File: src/txhw_cfg_pkg.sv
// Package with offsets, fields, reset values and timing for the TX and hardware config registers
package txhw_cfg_pkg;
    // Register byte offsets
    localparam logic [7:0] TX_CTRL_OFFSET      = 8'h70;
    localparam logic [7:0] HARDWARE_CONFIGURATION_OFFSET       = 8'h74;
    // Transmit control fields
    localparam int         TXC_STATUS_FLUSH    = 15;
    localparam int         TXC_DATA_FLUSH      = 14;
    localparam int         TXC_OVERRUN_ALLOW   = 2;
    localparam int         TXC_ON              = 1;
    localparam int         TXC_STOP            = 0;
    // Hardware configuration fields
    localparam int         HWC_PORT_ORDER      = 29;
    localparam int         HWC_SELECT_ORDER    = 28;
    localparam int         HWC_CROSSOVER       = 24;
    localparam int         HWC_MUST_SET        = 20;
    localparam int         HWC_ALLOC_LSB       = 16;
    localparam int         HWC_ALLOC_W         = 4;
    localparam int         HWC_RESET_TIMEOUT   = 1;
    localparam int         HWC_SOFT_RESET      = 0;
    // Reset values
    localparam logic [3:0] ALLOC_RESET         = 4'h5;
    // Buffer sizing in bytes
    localparam int         TOTAL_BUFFER_BYTES  = 16384;
    localparam int         KB_BYTES            = 1024;
    localparam int         STATUS_QUEUE_BYTES  = 512;
    localparam int         BUF_BYTES_W         = 15;
    // Soft reset wait for the PHY clocks: time in ns and derived cycles
    localparam int         CLK_PERIOD_NS       = 50;
    localparam int         SOFT_RESET_TRIGGER_TIMEOUT_NS     = 100000;
    localparam int         SOFT_RESET_TRIGGER_TIMEOUT_CYCLES = SOFT_RESET_TRIGGER_TIMEOUT_NS / CLK_PERIOD_NS;
    // Cycles of soft reset pulse once the PHY clocks are running
    localparam int         SOFT_RESET_TRIGGER_PULSE_CYCLES   = 4;
endpackage

File: src/tx_buffer_split.sv
// Splits the shared buffer into transmit status, transmit data and receive space
`timescale 1ns/1ps
module tx_buffer_split
    import txhw_cfg_pkg::*;
(
    input  wire logic                   CLK,            // System clock
    input  wire logic                   NRST,           // Async reset, active low
    input  wire logic [HWC_ALLOC_W-1:0] ALLOC,          // Transmit allocation in KB
    output logic      [BUF_BYTES_W-1:0] TX_DATA_BYTES,  // Transmit data queue size
    output logic      [BUF_BYTES_W-1:0] TX_STAT_BYTES,  // Transmit status queue size
    output logic      [BUF_BYTES_W-1:0] RX_TOTAL_BYTES  // Receive status plus data size
);
    logic [BUF_BYTES_W-1:0] tx_total;

    // Total transmit share in bytes
    assign tx_total = BUF_BYTES_W'(ALLOC) * BUF_BYTES_W'(KB_BYTES);

    // Registered split of the buffer
    always_ff @(posedge CLK or negedge NRST) begin
        if (!NRST) begin
            TX_DATA_BYTES  <= '0;
            TX_STAT_BYTES  <= '0;
            RX_TOTAL_BYTES <= '0;
        end else begin
            TX_STAT_BYTES  <= BUF_BYTES_W'(STATUS_QUEUE_BYTES);
            TX_DATA_BYTES  <= tx_total - BUF_BYTES_W'(STATUS_QUEUE_BYTES);
            RX_TOTAL_BYTES <= BUF_BYTES_W'(TOTAL_BUFFER_BYTES) - tx_total;
        end
    end
endmodule // tx_buffer_split

File: src/tx_hw_config_regs.sv
// Transmit control and hardware configuration registers
// Notes on behaviour
// Bit 15 write flushes status queue, self-clears
// Bit 14 write flushes data queue, self-clears
// Overrun allow clear: pause when status full
// Status full interrupt ignores overrun allow
// Transmitter-on bit enables sending queued data
// Transmitter-on clears after stop and halt
// Stop finishes current frame, then self-clears
// Stop bit writes ignored while it is high
// Host halts transmit and receive before configuring
// Bit 29 sets data port byte order
// Bit 28 sets direct select byte order
// Byte order bits survive soft reset
// Bit 24 shows sampled crossover strap
// Host writes one to bit 20
// Bits 19:16 set transmit allocation, reset 5
// Status queue fixed 512 bytes, data rest
// Receive gets 16KB minus transmit share
// Host uses allocation codes 2 to 14 only
// Soft reset without PHY clocks times out
// Host fixes PHY, retries soft reset
// Bit 0 starts soft reset, self-clears
// Reserved bits read zero, ignore writes
`timescale 1ns/1ps
module tx_hw_config_regs
    import txhw_cfg_pkg::*;
#(
    parameter int SOFT_RESET_TRIGGER_TIMEOUT = SOFT_RESET_TRIGGER_TIMEOUT_CYCLES  // Cycles to wait for PHY clocks
)(
    input  wire logic                   CLK,              // System clock, 20 MHz
    input  wire logic                   NRST,             // Async reset, active low
    input  wire logic [7:0]             ADDR,             // Register byte address
    input  wire logic [31:0]            WDATA,            // Write data
    input  wire logic                   WR,               // Write strobe
    input  wire logic                   RD,               // Read strobe
    output logic      [31:0]            RDATA,            // Read data, cycle after RD
    input  wire logic                   CROSSOVER_STRAP,  // Crossover strap level
    input  wire logic                   PHY_CLOCKS_OK,    // PHY receive and transmit clocks run
    input  wire logic                   TX_FRAME_BUSY,    // Frame in progress on the wire
    input  wire logic                   TX_STATUS_FULL,   // Transmit status queue full
    output logic                        TX_ENABLE,        // Transmitter enabled
    output logic                        TX_SEND_OK,       // Transmitter may start frames
    output logic                        TX_HALTED,        // Transmitter stopped
    output logic                        TX_STATUS_FULL_EVENT, // Status full interrupt source
    output logic                        TX_STATUS_FLUSH,  // Zero status queue pointers
    output logic                        TX_DATA_FLUSH,    // Zero data queue pointers
    output logic                        PORT_BYTE_ORDER,  // Data port big endian
    output logic                        SELECT_BYTE_ORDER, // Direct select big endian
    output logic                        MUST_SET_BIT,     // Normal operation bit
    output logic      [HWC_ALLOC_W-1:0] TX_ALLOC,         // Transmit allocation in KB
    output logic      [BUF_BYTES_W-1:0] TX_DATA_BYTES,    // Transmit data queue size
    output logic      [BUF_BYTES_W-1:0] TX_STAT_BYTES,    // Transmit status queue size
    output logic      [BUF_BYTES_W-1:0] RX_TOTAL_BYTES,   // Receive share size
    output logic                        SOFT_RESET_OUT    // Soft reset pulse to other CSRs
);
    typedef enum {SR_IDLE, SR_WAIT, SR_PULSE} soft_reset_trigger_state_t;

    soft_reset_trigger_state_t state;
    logic        wr_tx;
    logic        wr_hw;
    logic        rd_tx;
    logic        rd_hw;
    logic        stop_done;
    logic        soft_reset_trigger_start;
    logic        wait_done;
    logic        pulse_done;
    logic        stop_req;
    logic        overrun_allow;
    logic        soft_reset_busy;
    logic        timeout_flag;
    logic        strap_seen;
    logic        soft_clear;
    logic [31:0] count;
    logic [31:0] tx_word;
    logic [31:0] hw_word;

    // Strobe aimed at one register offset
    function automatic logic hits(input logic       strobe,
                                  input logic [7:0] addr,
                                  input logic [7:0] offset);
        return strobe && (addr == offset);
    endfunction

    // True once a counter has reached the last cycle of a span
    function automatic logic span_done(input logic [31:0] cnt, input int span);
        return cnt >= 32'(span - 1);
    endfunction

    // Register strobes and sequencer decode
    assign wr_tx      = hits(WR, ADDR, TX_CTRL_OFFSET);
    assign wr_hw      = hits(WR, ADDR, HARDWARE_CONFIGURATION_OFFSET);
    assign rd_tx      = hits(RD, ADDR, TX_CTRL_OFFSET);
    assign rd_hw      = hits(RD, ADDR, HARDWARE_CONFIGURATION_OFFSET);
    assign soft_clear = (state == SR_PULSE);
    assign soft_reset_trigger_start = wr_hw && WDATA[HWC_SOFT_RESET] && (state == SR_IDLE);
    assign wait_done  = span_done(count, SOFT_RESET_TRIGGER_TIMEOUT);
    assign pulse_done = span_done(count, SOFT_RESET_TRIGGER_PULSE_CYCLES);
    assign stop_done  = stop_req && !TX_FRAME_BUSY;

    // Status queue flush pulse, one cycle per written one
    always_ff @(posedge CLK or negedge NRST) begin
        if (!NRST) begin
            TX_STATUS_FLUSH <= 1'b0;
        end else begin
            TX_STATUS_FLUSH <= wr_tx && WDATA[TXC_STATUS_FLUSH];
        end
    end

    // Data queue flush pulse, one cycle per written one
    always_ff @(posedge CLK or negedge NRST) begin
        if (!NRST) begin
            TX_DATA_FLUSH <= 1'b0;
        end else begin
            TX_DATA_FLUSH <= wr_tx && WDATA[TXC_DATA_FLUSH];
        end
    end

    // Overrun permission
    always_ff @(posedge CLK or negedge NRST) begin
        if (!NRST) begin
            overrun_allow <= 1'b0;
        end else if (soft_clear) begin
            overrun_allow <= 1'b0;
        end else if (wr_tx) begin
            overrun_allow <= WDATA[TXC_OVERRUN_ALLOW];
        end
    end

    // Transmitter on bit; a host write of one wins over the stop clearing it
    always_ff @(posedge CLK or negedge NRST) begin
        if (!NRST) begin
            TX_ENABLE <= 1'b0;
        end else if (soft_clear) begin
            TX_ENABLE <= 1'b0;
        end else if (wr_tx && WDATA[TXC_ON]) begin
            TX_ENABLE <= 1'b1;
        end else if (stop_done) begin
            TX_ENABLE <= 1'b0;
        end else if (wr_tx) begin
            TX_ENABLE <= 1'b0;
        end
    end

    // Stop request; writes to it are ignored while it reads high
    always_ff @(posedge CLK or negedge NRST) begin
        if (!NRST) begin
            stop_req <= 1'b0;
        end else if (soft_clear) begin
            stop_req <= 1'b0;
        end else if (stop_done) begin
            stop_req <= 1'b0;
        end else if (wr_tx && !stop_req) begin
            stop_req <= WDATA[TXC_STOP];
        end
    end

    // Halt status for the queue logic
    assign TX_HALTED            = !TX_ENABLE && !TX_FRAME_BUSY;

    // Frame start permission, held back by a full status queue while overrun allow is clear
    assign TX_SEND_OK           = TX_ENABLE && !stop_req
                                  && (overrun_allow || !TX_STATUS_FULL);

    // Status full interrupt source, blind to the overrun permission
    assign TX_STATUS_FULL_EVENT = TX_STATUS_FULL;

    // Byte order bits, untouched by soft reset
    always_ff @(posedge CLK or negedge NRST) begin
        if (!NRST) begin
            PORT_BYTE_ORDER   <= 1'b0;
            SELECT_BYTE_ORDER <= 1'b0;
        end else if (wr_hw) begin
            PORT_BYTE_ORDER   <= WDATA[HWC_PORT_ORDER];
            SELECT_BYTE_ORDER <= WDATA[HWC_SELECT_ORDER];
        end
    end

    // Must-set bit, lost on soft reset
    always_ff @(posedge CLK or negedge NRST) begin
        if (!NRST) begin
            MUST_SET_BIT <= 1'b0;
        end else if (soft_clear) begin
            MUST_SET_BIT <= 1'b0;
        end else if (wr_hw) begin
            MUST_SET_BIT <= WDATA[HWC_MUST_SET];
        end
    end

    // Transmit allocation, back to its default on soft reset
    always_ff @(posedge CLK or negedge NRST) begin
        if (!NRST) begin
            TX_ALLOC <= ALLOC_RESET;
        end else if (soft_clear) begin
            TX_ALLOC <= ALLOC_RESET;
        end else if (wr_hw) begin
            TX_ALLOC <= WDATA[HWC_ALLOC_LSB +: HWC_ALLOC_W];
        end
    end

    // Strap followed by a clocked sample on every cycle after reset release
    always_ff @(posedge CLK or negedge NRST) begin
        if (!NRST) begin
            strap_seen <= 1'b0;
        end else begin
            strap_seen <= CROSSOVER_STRAP;
        end
    end

    // Soft reset sequence: wait for the PHY clocks, then pulse
    always_ff @(posedge CLK or negedge NRST) begin
        if (!NRST) begin
            state <= SR_IDLE;
        end else begin
            case (state)
                SR_IDLE: begin
                    if (soft_reset_trigger_start) begin
                        state <= SR_WAIT;
                    end
                end
                SR_WAIT: begin
                    if (PHY_CLOCKS_OK) begin
                        state <= SR_PULSE;
                    end else if (wait_done) begin
                        state <= SR_IDLE;
                    end
                end
                SR_PULSE: begin
                    if (pulse_done) begin
                        state <= SR_IDLE;
                    end
                end
                default: begin
                    state <= SR_IDLE;
                end
            endcase
        end
    end

    // Cycle counter, restarted on entry to waiting and to pulsing
    always_ff @(posedge CLK or negedge NRST) begin
        if (!NRST) begin
            count <= '0;
        end else if (soft_reset_trigger_start || (state == SR_WAIT && PHY_CLOCKS_OK)) begin
            count <= '0;
        end else if (state == SR_WAIT && !wait_done) begin
            count <= count + 32'd1;
        end else if (state == SR_PULSE && !pulse_done) begin
            count <= count + 32'd1;
        end
    end

    // Timeout flag, set if the PHY clocks never came, cleared by a new request
    always_ff @(posedge CLK or negedge NRST) begin
        if (!NRST) begin
            timeout_flag <= 1'b0;
        end else if (state == SR_WAIT && !PHY_CLOCKS_OK && wait_done) begin
            timeout_flag <= 1'b1;
        end else if (soft_reset_trigger_start) begin
            timeout_flag <= 1'b0;
        end
    end

    // Busy status and reset pulse to the other registers
    assign soft_reset_busy = (state != SR_IDLE);
    assign SOFT_RESET_OUT  = soft_clear;

    // Transmit control read word, reserved bits zero
    always_comb begin
        tx_word                    = '0;
        tx_word[TXC_OVERRUN_ALLOW] = overrun_allow;
        tx_word[TXC_ON]            = TX_ENABLE;
        tx_word[TXC_STOP]          = stop_req;
    end

    // Hardware configuration read word, reserved bits zero
    always_comb begin
        hw_word                    = '0;
        hw_word[HWC_PORT_ORDER]    = PORT_BYTE_ORDER;
        hw_word[HWC_SELECT_ORDER]  = SELECT_BYTE_ORDER;
        hw_word[HWC_CROSSOVER]     = strap_seen;
        hw_word[HWC_MUST_SET]      = MUST_SET_BIT;
        hw_word[HWC_ALLOC_LSB +: HWC_ALLOC_W] = TX_ALLOC;
        hw_word[HWC_RESET_TIMEOUT] = timeout_flag;
        hw_word[HWC_SOFT_RESET]    = soft_reset_busy;
    end

    // Read data register, zero for unmapped addresses
    always_ff @(posedge CLK or negedge NRST) begin
        if (!NRST) begin
            RDATA <= '0;
        end else if (rd_tx) begin
            RDATA <= tx_word;
        end else if (rd_hw) begin
            RDATA <= hw_word;
        end else begin
            RDATA <= '0;
        end
    end

    // Buffer split from allocation
    tx_buffer_split u_split (
        .CLK            (CLK),
        .NRST           (NRST),
        .ALLOC          (TX_ALLOC),
        .TX_DATA_BYTES  (TX_DATA_BYTES),
        .TX_STAT_BYTES  (TX_STAT_BYTES),
        .RX_TOTAL_BYTES (RX_TOTAL_BYTES)
    );
endmodule // tx_hw_config_regs

File: config.mk
export PLATFORM = sky130hd
export DESIGN_NAME = tx_hw_config_regs
export DESIGN_NICKNAME = d
export VERILOG_FILES = /design/src/txhw_cfg_pkg.sv /design/src/tx_buffer_split.sv /design/src/tx_hw_config_regs.sv
export SDC_FILE = /design/constraint.sdc
export NUM_CORES = 1
export LEC_CHECK = 0
export BUFFER_PORTS_ARGS = -buffer_cell sky130_fd_sc_hd__buf_2
export CORE_ASPECT_RATIO = 0.8
export CORE_MARGIN = 2
export CORE_UTILIZATION = 50
export CTS_BUF_LIST = sky130_fd_sc_hd__clkbuf_8
export DETAILED_ROUTE_END_ITERATION = 8
export GPL_TIMING_DRIVEN = 1
export HOLD_SLACK_MARGIN = 0.05
export PLACE_DENSITY_LB_ADDON = 0.3
export SLEW_MARGIN = 20
export SYNTH_ARGS = -nofsm -noshare
export SYNTH_HDL_FRONTEND = slang
export SYNTH_SLANG_ARGS = --single-unit
File: constraint.sdc
create_clock -name CLK -period 2.1 [get_ports CLK]
set_input_delay 0 -clock CLK [delete_from_list [all_inputs] [get_ports CLK]]
set_output_delay 0 -clock CLK [all_outputs]
set_load 0.01 [all_outputs]
Word level (Yosys, flattened, before mapping)
Index checks and enable logic that the tools add are counted.
{"block": "totals", "register_bits": 141, "in_bits": 48, "out_inout_bits": 91, "wordCells": 94}
{"block": "classes", "addsub": 3, "order_cmp": 2, "eq_ne": 9, "muxes": 25, "reduce_logical": 38}
{"cell": "2-to-1 mux 32 bit", "count": 7}
{"cell": "case mux 32 bit (3 select lines)", "count": 1}
{"cell": "== test 32 x 2 -> 1 bit (second input constant)", "count": 2}
{"cell": "zero test 32 bit", "count": 2}
{"cell": "2-to-1 mux 30 bit", "count": 2}
{"cell": "adder 32 x 1 -> 32 bit (second input constant)", "count": 1}
{"cell": "== test 32 x 1 -> 1 bit (second input constant)", "count": 1}
{"cell": "== test 32 x 3 -> 1 bit (second input constant)", "count": 1}
{"cell": ">= comparator 32 x 11 -> 1 bit (second input constant)", "count": 1}
{"cell": ">= comparator 32 x 2 -> 1 bit (second input constant)", "count": 1}
{"cell": "nonzero test 32 bit", "count": 1}
{"cell": "logical AND 1 bit", "count": 19}
{"cell": "== test 8 x 7 -> 1 bit (second input constant)", "count": 2}
{"cell": "subtractor 14 x 10 -> 15 bit (second input constant)", "count": 1}
{"cell": "subtractor 15 x 14 -> 15 bit (first input constant)", "count": 1}
{"cell": "2-to-1 mux 1 bit", "count": 13}
{"cell": "2-to-1 mux 4 bit", "count": 2}
{"cell": "zero test 1 bit", "count": 7}
{"cell": "nonzero test 2 bit", "count": 3}
{"cell": "nonzero test 3 bit", "count": 2}
{"cell": "!= test 2 bit (second input constant)", "count": 2}
{"cell": "nonzero test 4 bit", "count": 1}
{"cell": "!= test 3 bit (second input constant)", "count": 1}
{"cell": "AND reduction 3 bit", "count": 1}
{"cell": "logical OR 1 bit", "count": 2}

Longest topological paths before layout
{"block": "depth", "word_depth": 6, "mapped_depth": 6, "ltp_nobuf": 5}

Hierarchy
Synthesis repeated with hierarchy kept, for this count alone.
{"block": "unflattened", "hier_cells": 291, "hier_area_um2": 3263.1}
{"mod": "tx_hw_config_regs", "n_inst": 1, "cells_each": 232, "area_per_inst_um2": 2628.8, "seq_area_each_um2": 1478.9}
{"mod": "tx_buffer_split", "n_inst": 1, "cells_each": 59, "area_per_inst_um2": 634.4, "seq_area_each_um2": 275.3}

Worst setup path before layout
OpenSTA, ideal clock, no wires.
{"block": "synth_path", "path_type": "reg2reg", "from": "register count[0]", "to": "register count[4]", "setup_time_ps": 79, "t_arrival_ps": 1815, "required_ps": 2021, "setup_slack_ps": 205, "stages_incl_launch_ff": 6, "path_buffers": 0, "period_less_slack_ps": 1895, "path_cell_list": "dfrtp_1 ha_1 nor4_2 nand4_4 a2111oi_2 mux2i_1"}
{"block": "synth_via", "elab_chain_cells": 5, "elab_cells_between_ends": 11, "classes_between": "add/sub (1); order compare (2); mux (3); reduce/logical (5)"}
{"item": "start: declaration", "line_no": "tx_hw_config_regs.sv:74", "source": "logic [31:0] count;"}
{"item": "start signal: assignment", "line_no": "tx_hw_config_regs.sv:247", "source": "count <= count + 32'd1;"}
{"item": "start signal: assignment", "line_no": "tx_hw_config_regs.sv:249", "source": "count <= count + 32'd1;"}
{"item": ">= comparator 32 x 11 -> 1 bit", "line_no": "tx_hw_config_regs.sv:87", "source": "return cnt >= 32'(span - 1);"}
{"item": "zero test 1 bit", "line_no": "tx_hw_config_regs.sv:246", "source": "end else if (state == SR_WAIT && !wait_done) begin"}
{"item": "logical AND 1 bit", "line_no": "tx_hw_config_regs.sv:246"}
{"item": "2-to-1 mux 32 bit", "line_no": "tx_hw_config_regs.sv:246"}
{"item": "2-to-1 mux 32 bit", "line_no": "tx_hw_config_regs.sv:244", "source": "end else if (soft_reset_trigger_start || (state == SR_WAIT && PHY_CLOCKS_OK)) begin"}
Parallel ways exist; a longest one is shown, timed or not. The select of a mux whose other input is x is not followed.
A chain may end at the register's enable or synchronous reset.

Worst setup path after layout
{"block": "layout_path", "from": "register count[0]", "to": "register count[6]"}
The elaborated chain is that of the path after synthesis.

==> impl_metrics.tcl <==
set metrics [dict create \
    path_class "register to register" \
    diodes 0 \
    dieArea_um2 7702 \
    critical_path.max_stage_delay_ns 0.42 \
    cp_num_buf_inv 0 \
    synth_flop_cell "dfrtp_1" \
    fmax_mhz 496.2 \
    fin_skew_ns 0.007061 \
    numCtsBuffers 9 \
    dp_hpwl_um 4487 \
    cts.sinks 70 \
    coreArea_um2 6824 \
    drc 0 \
    end_kind "register" \
    switching_share_pct 24.22 \
    synth_area_um2 3506 \
    grt_antenna_before_repair 0 \
    finalCritPeriodShare_pct 95.96 \
    crit_family "compound AO/OA/AOI/OAI gates" \
    synthCells 304 \
    final_cells 483 \
    rsz0062_at_grt "false" \
    avgSynthCellArea_um2 11.53 \
    async_flop_share_pct 100.0 \
    netSwitchingPower_uw 638.0 \
    cp_max_fo 7 \
    final_nets 441 \
    synth_warnings 0 \
    critPathRequiredTime_ns 2.36 \
    powerDensity_nw_per_um2 640.9 \
    vias 2382 \
    cts.reportedPaths.clkPinSlew_ns 0.07 \
    drv_slew 0 \
    gp_congestion 0.8192 \
    pin_count 139 \
    status "finished clean" \
    grt_pass1_vias 2233 \
    synth_largest_area_cell "dfrtp_1" \
    seqPwrFrac_pct 53.1 \
    ant_nets 0 \
    power_mw 2.634 \
    wire_per_inst_um 13.45 \
    viasPerCell 4.932 \
    setup_slack_ns 0.08474 \
    arrival_ns 2.27 \
    hp-class "primary input to register" \
    leakage_nw 2.182 \
    startpoint_type "register" \
    p_int_mw 1.996 \
    crit_slowest_cell "a2111oi_4" \
    finalSetupViolCount 0 \
    overflow 0 \
    cts_tree "done" \
    dr.first_iter.drc_count 135 \
    synth_seq_cells 70 \
    grt_pass1_wl_um 10690 \
    final.setup.tns_ns 0 \
    fill_cells 578 \
    hold_ws_ns 0.07123 \
    fp-row-count 27 \
    combPwrFrac_pct 7.8 \
    min_period_ns 2.015 \
    clock_latency_ns 0.33 \
    cts_max_level 3 \
    synth_area_leaders "dfrtp_1 49%, buf_4 12%, mux2i_1 4.9%, and3_1 4.1%, nand3b_1 2.4%" \
    drv_cap 0 \
    drive_above_1_share_pct 27.78 \
    grt_max_degree 51 \
    area_delta_synth_final_pct 17.24 \
    yosysUniqueCellTypes 51 \
    cts.path.max_buffers 2 \
    drt-pass1-iter-count 4 \
    peakVddDrop_uv 335.1 \
    start_util_pct 51.38 \
    grt_usage_pct 17.13 \
    worstPathCellList "ha_2 > a311o_1 > a31o_4 > a2111oi_4 > mux2i_1" \
    wirelength_um 6496 \
    ys_seq_area_share_pct 50.04 \
    dp.cells 450 \
    netlist.area_leader.share_pct 48.54 \
    p_clk_share_pct 39.2 \
    portBuffers 64 \
    root_buffer "clkbuf_8" \
    die_width_um 97.62 \
    pre_cts_slack_ns 0.01114 \
    synth_edf_count 0 \
    hold_viol 0 \
    die_h_um 78.90 \
]
==> timing repair <==
item | in CTS | in global routing
endpoints found under the setup margin | 0 | 8
buffers inserted | 0 | 0
hold buffers | 17 | 0
hold endpoints to repair | 87 | 0
resized for setup | 0 | 3
==> synthesized netlist by cell type (2+ instances only) <==
master,number
buf_6,2
buf_4,56
nor4_2,2
and4_1,4
nor2b_1,2
dfstp_2,2
nand2_1,6
ha_1,2
nand4_4,3
o2111ai_1,2
a2111oi_2,5
a21oi_1,2
dfrtp_1,68
conb_1,2
and3_1,23
nand3_1,15
nor4_1,3
clkbuf_1,5
xnor2_1,2
mux2i_1,17
inv_1,5
nand3b_1,11
o31ai_1,2
buf_2,2
and4_2,2
nor3_1,4
nor2_1,15
mux2_1,2
nand4_1,3
nor3b_1,4
nand2b_1,2
and2_1,10
==> per-stage QoR <==
step | cell area, µm² | util, %
6_report | 4110 | 60.23
4_1_cts | 4086 | 59.88
3_5_place_dp | 3726 | 54.60
3_3_place_gp | 3726 | 54.60
5_1_grt | 4110 | 60.23
2_1_floorplan | 3705 | -
==> worst register-to-register path: stages (launching register included) <==
cell       delay [ns]
dfrtp_1          0.41
ha_2             0.24
a311o_1          0.33
a31o_4           0.31
a2111oi_4        0.42
mux2i_1          0.22
==> layout make-up <==
type,count,area [µm²],share of cell area (%)
flip-flops and latches,70,1754,42.68
multi-input cells,214,1465,35.65
repair buffers,89,563.0,13.70
clock buffers,9,123.9,3.014
well taps,87,108.9,2.648
clock inverters,7,66.31,1.613
inverters,7,28.78,0.7002
==> state kept, by name (all words and copies together), names as in the netlist, 2 cells and up <==
| signal | flops |
|---|---|
| RDATA | 11 |
| TX_ALLOC | 4 |
| u_split.RX_TOTAL_BYTES | 5 |
| state | 2 |
| count | 32 |
| u_split.TX_DATA_BYTES | 6 |
==> cell usage in the layout (no fill, tap or decap), types with 2 or more instances in the layout <==
cell	synthesis	final
and4_1	4	4
mux2i_1	17	17
nand3b_1	11	11
buf_4	56	7
a2111oi_4	1	2
a2111oi_2	5	4
and3_1	23	23
nor3_1	4	4
dfstp_2	2	2
a21oi_1	2	2
and2_1	10	10
clkinvlp_4	0	2
clkbuf_8	0	9
nand2b_1	2	2
and4_2	2	2
o31ai_1	2	2
buf_2	2	64
xnor2_1	2	2
nand4_4	3	3
nor3b_1	4	4
nand2_1	6	6
inv_1	5	7
nor4_1	3	3
dfrtp_1	68	68
nor2b_1	2	2
mux2_1	2	2
nor2_1	15	15
nand4_1	3	3
nand3_1	15	15
conb_1	2	55
o2111ai_1	2	2
dlygate4sd3_1	0	17
==> final timing paths <==
path,start,end,depth (start not counted),slack [ns]
setup / recovery,count[0],count[6],5,0.08
hold / removal,RD,RDATA[16],3,0.07
setup reg to reg,count[0],count[6],5,0.08
hold reg to reg,TX_ALLOC[0],u_split.RX_TOTAL_BYTES[10],0,0.43
max in group asynchronous,NRST,TX_ALLOC[0],3,1.28
min in group asynchronous,NRST,u_split.RX_TOTAL_BYTES[10],2,0.15
==> routing by layer <==
layer	up-vias	routed length (µm)	GRT usage (%)
li1	1139	-	-
met1	1157	2987	22.90
met2	79	3011	27.45
met3	7	451	5.282
met4	0	46	4.583
met5	-	0	0
==> power groups by stage <==
| stage | clock (mW) | sequential, mW | combinational (mW) |
|---|---|---|---|
| 4_1_cts | 1.07 | 1.40 | 0.206 |
| 3_3_place_gp | 0 | 1.42 | 0.178 |
| 3_5_place_dp | 0 | 1.42 | 0.182 |
| 6_report | 1.03 | 1.40 | 0.204 |
| 2_1_floorplan | 0 | 1.43 | 0.163 |
| 5_1_grt | 1.12 | 1.40 | 0.230 |
==> cells by family after synthesis <==
kind of cell / Yosys count / share of synthesized area, %
simple gates: 117 / 22.34
buf+inv: 73 / 14.53
flops: 70 / 50.04
compound gates: 19 / 6.175
mux: 19 / 5.496
fa+ha+maj: 2 / 0.7137
other cells: 2 / 0.2142
xor+xnor: 2 / 0.4997
(Power assumes the default switching activity.)
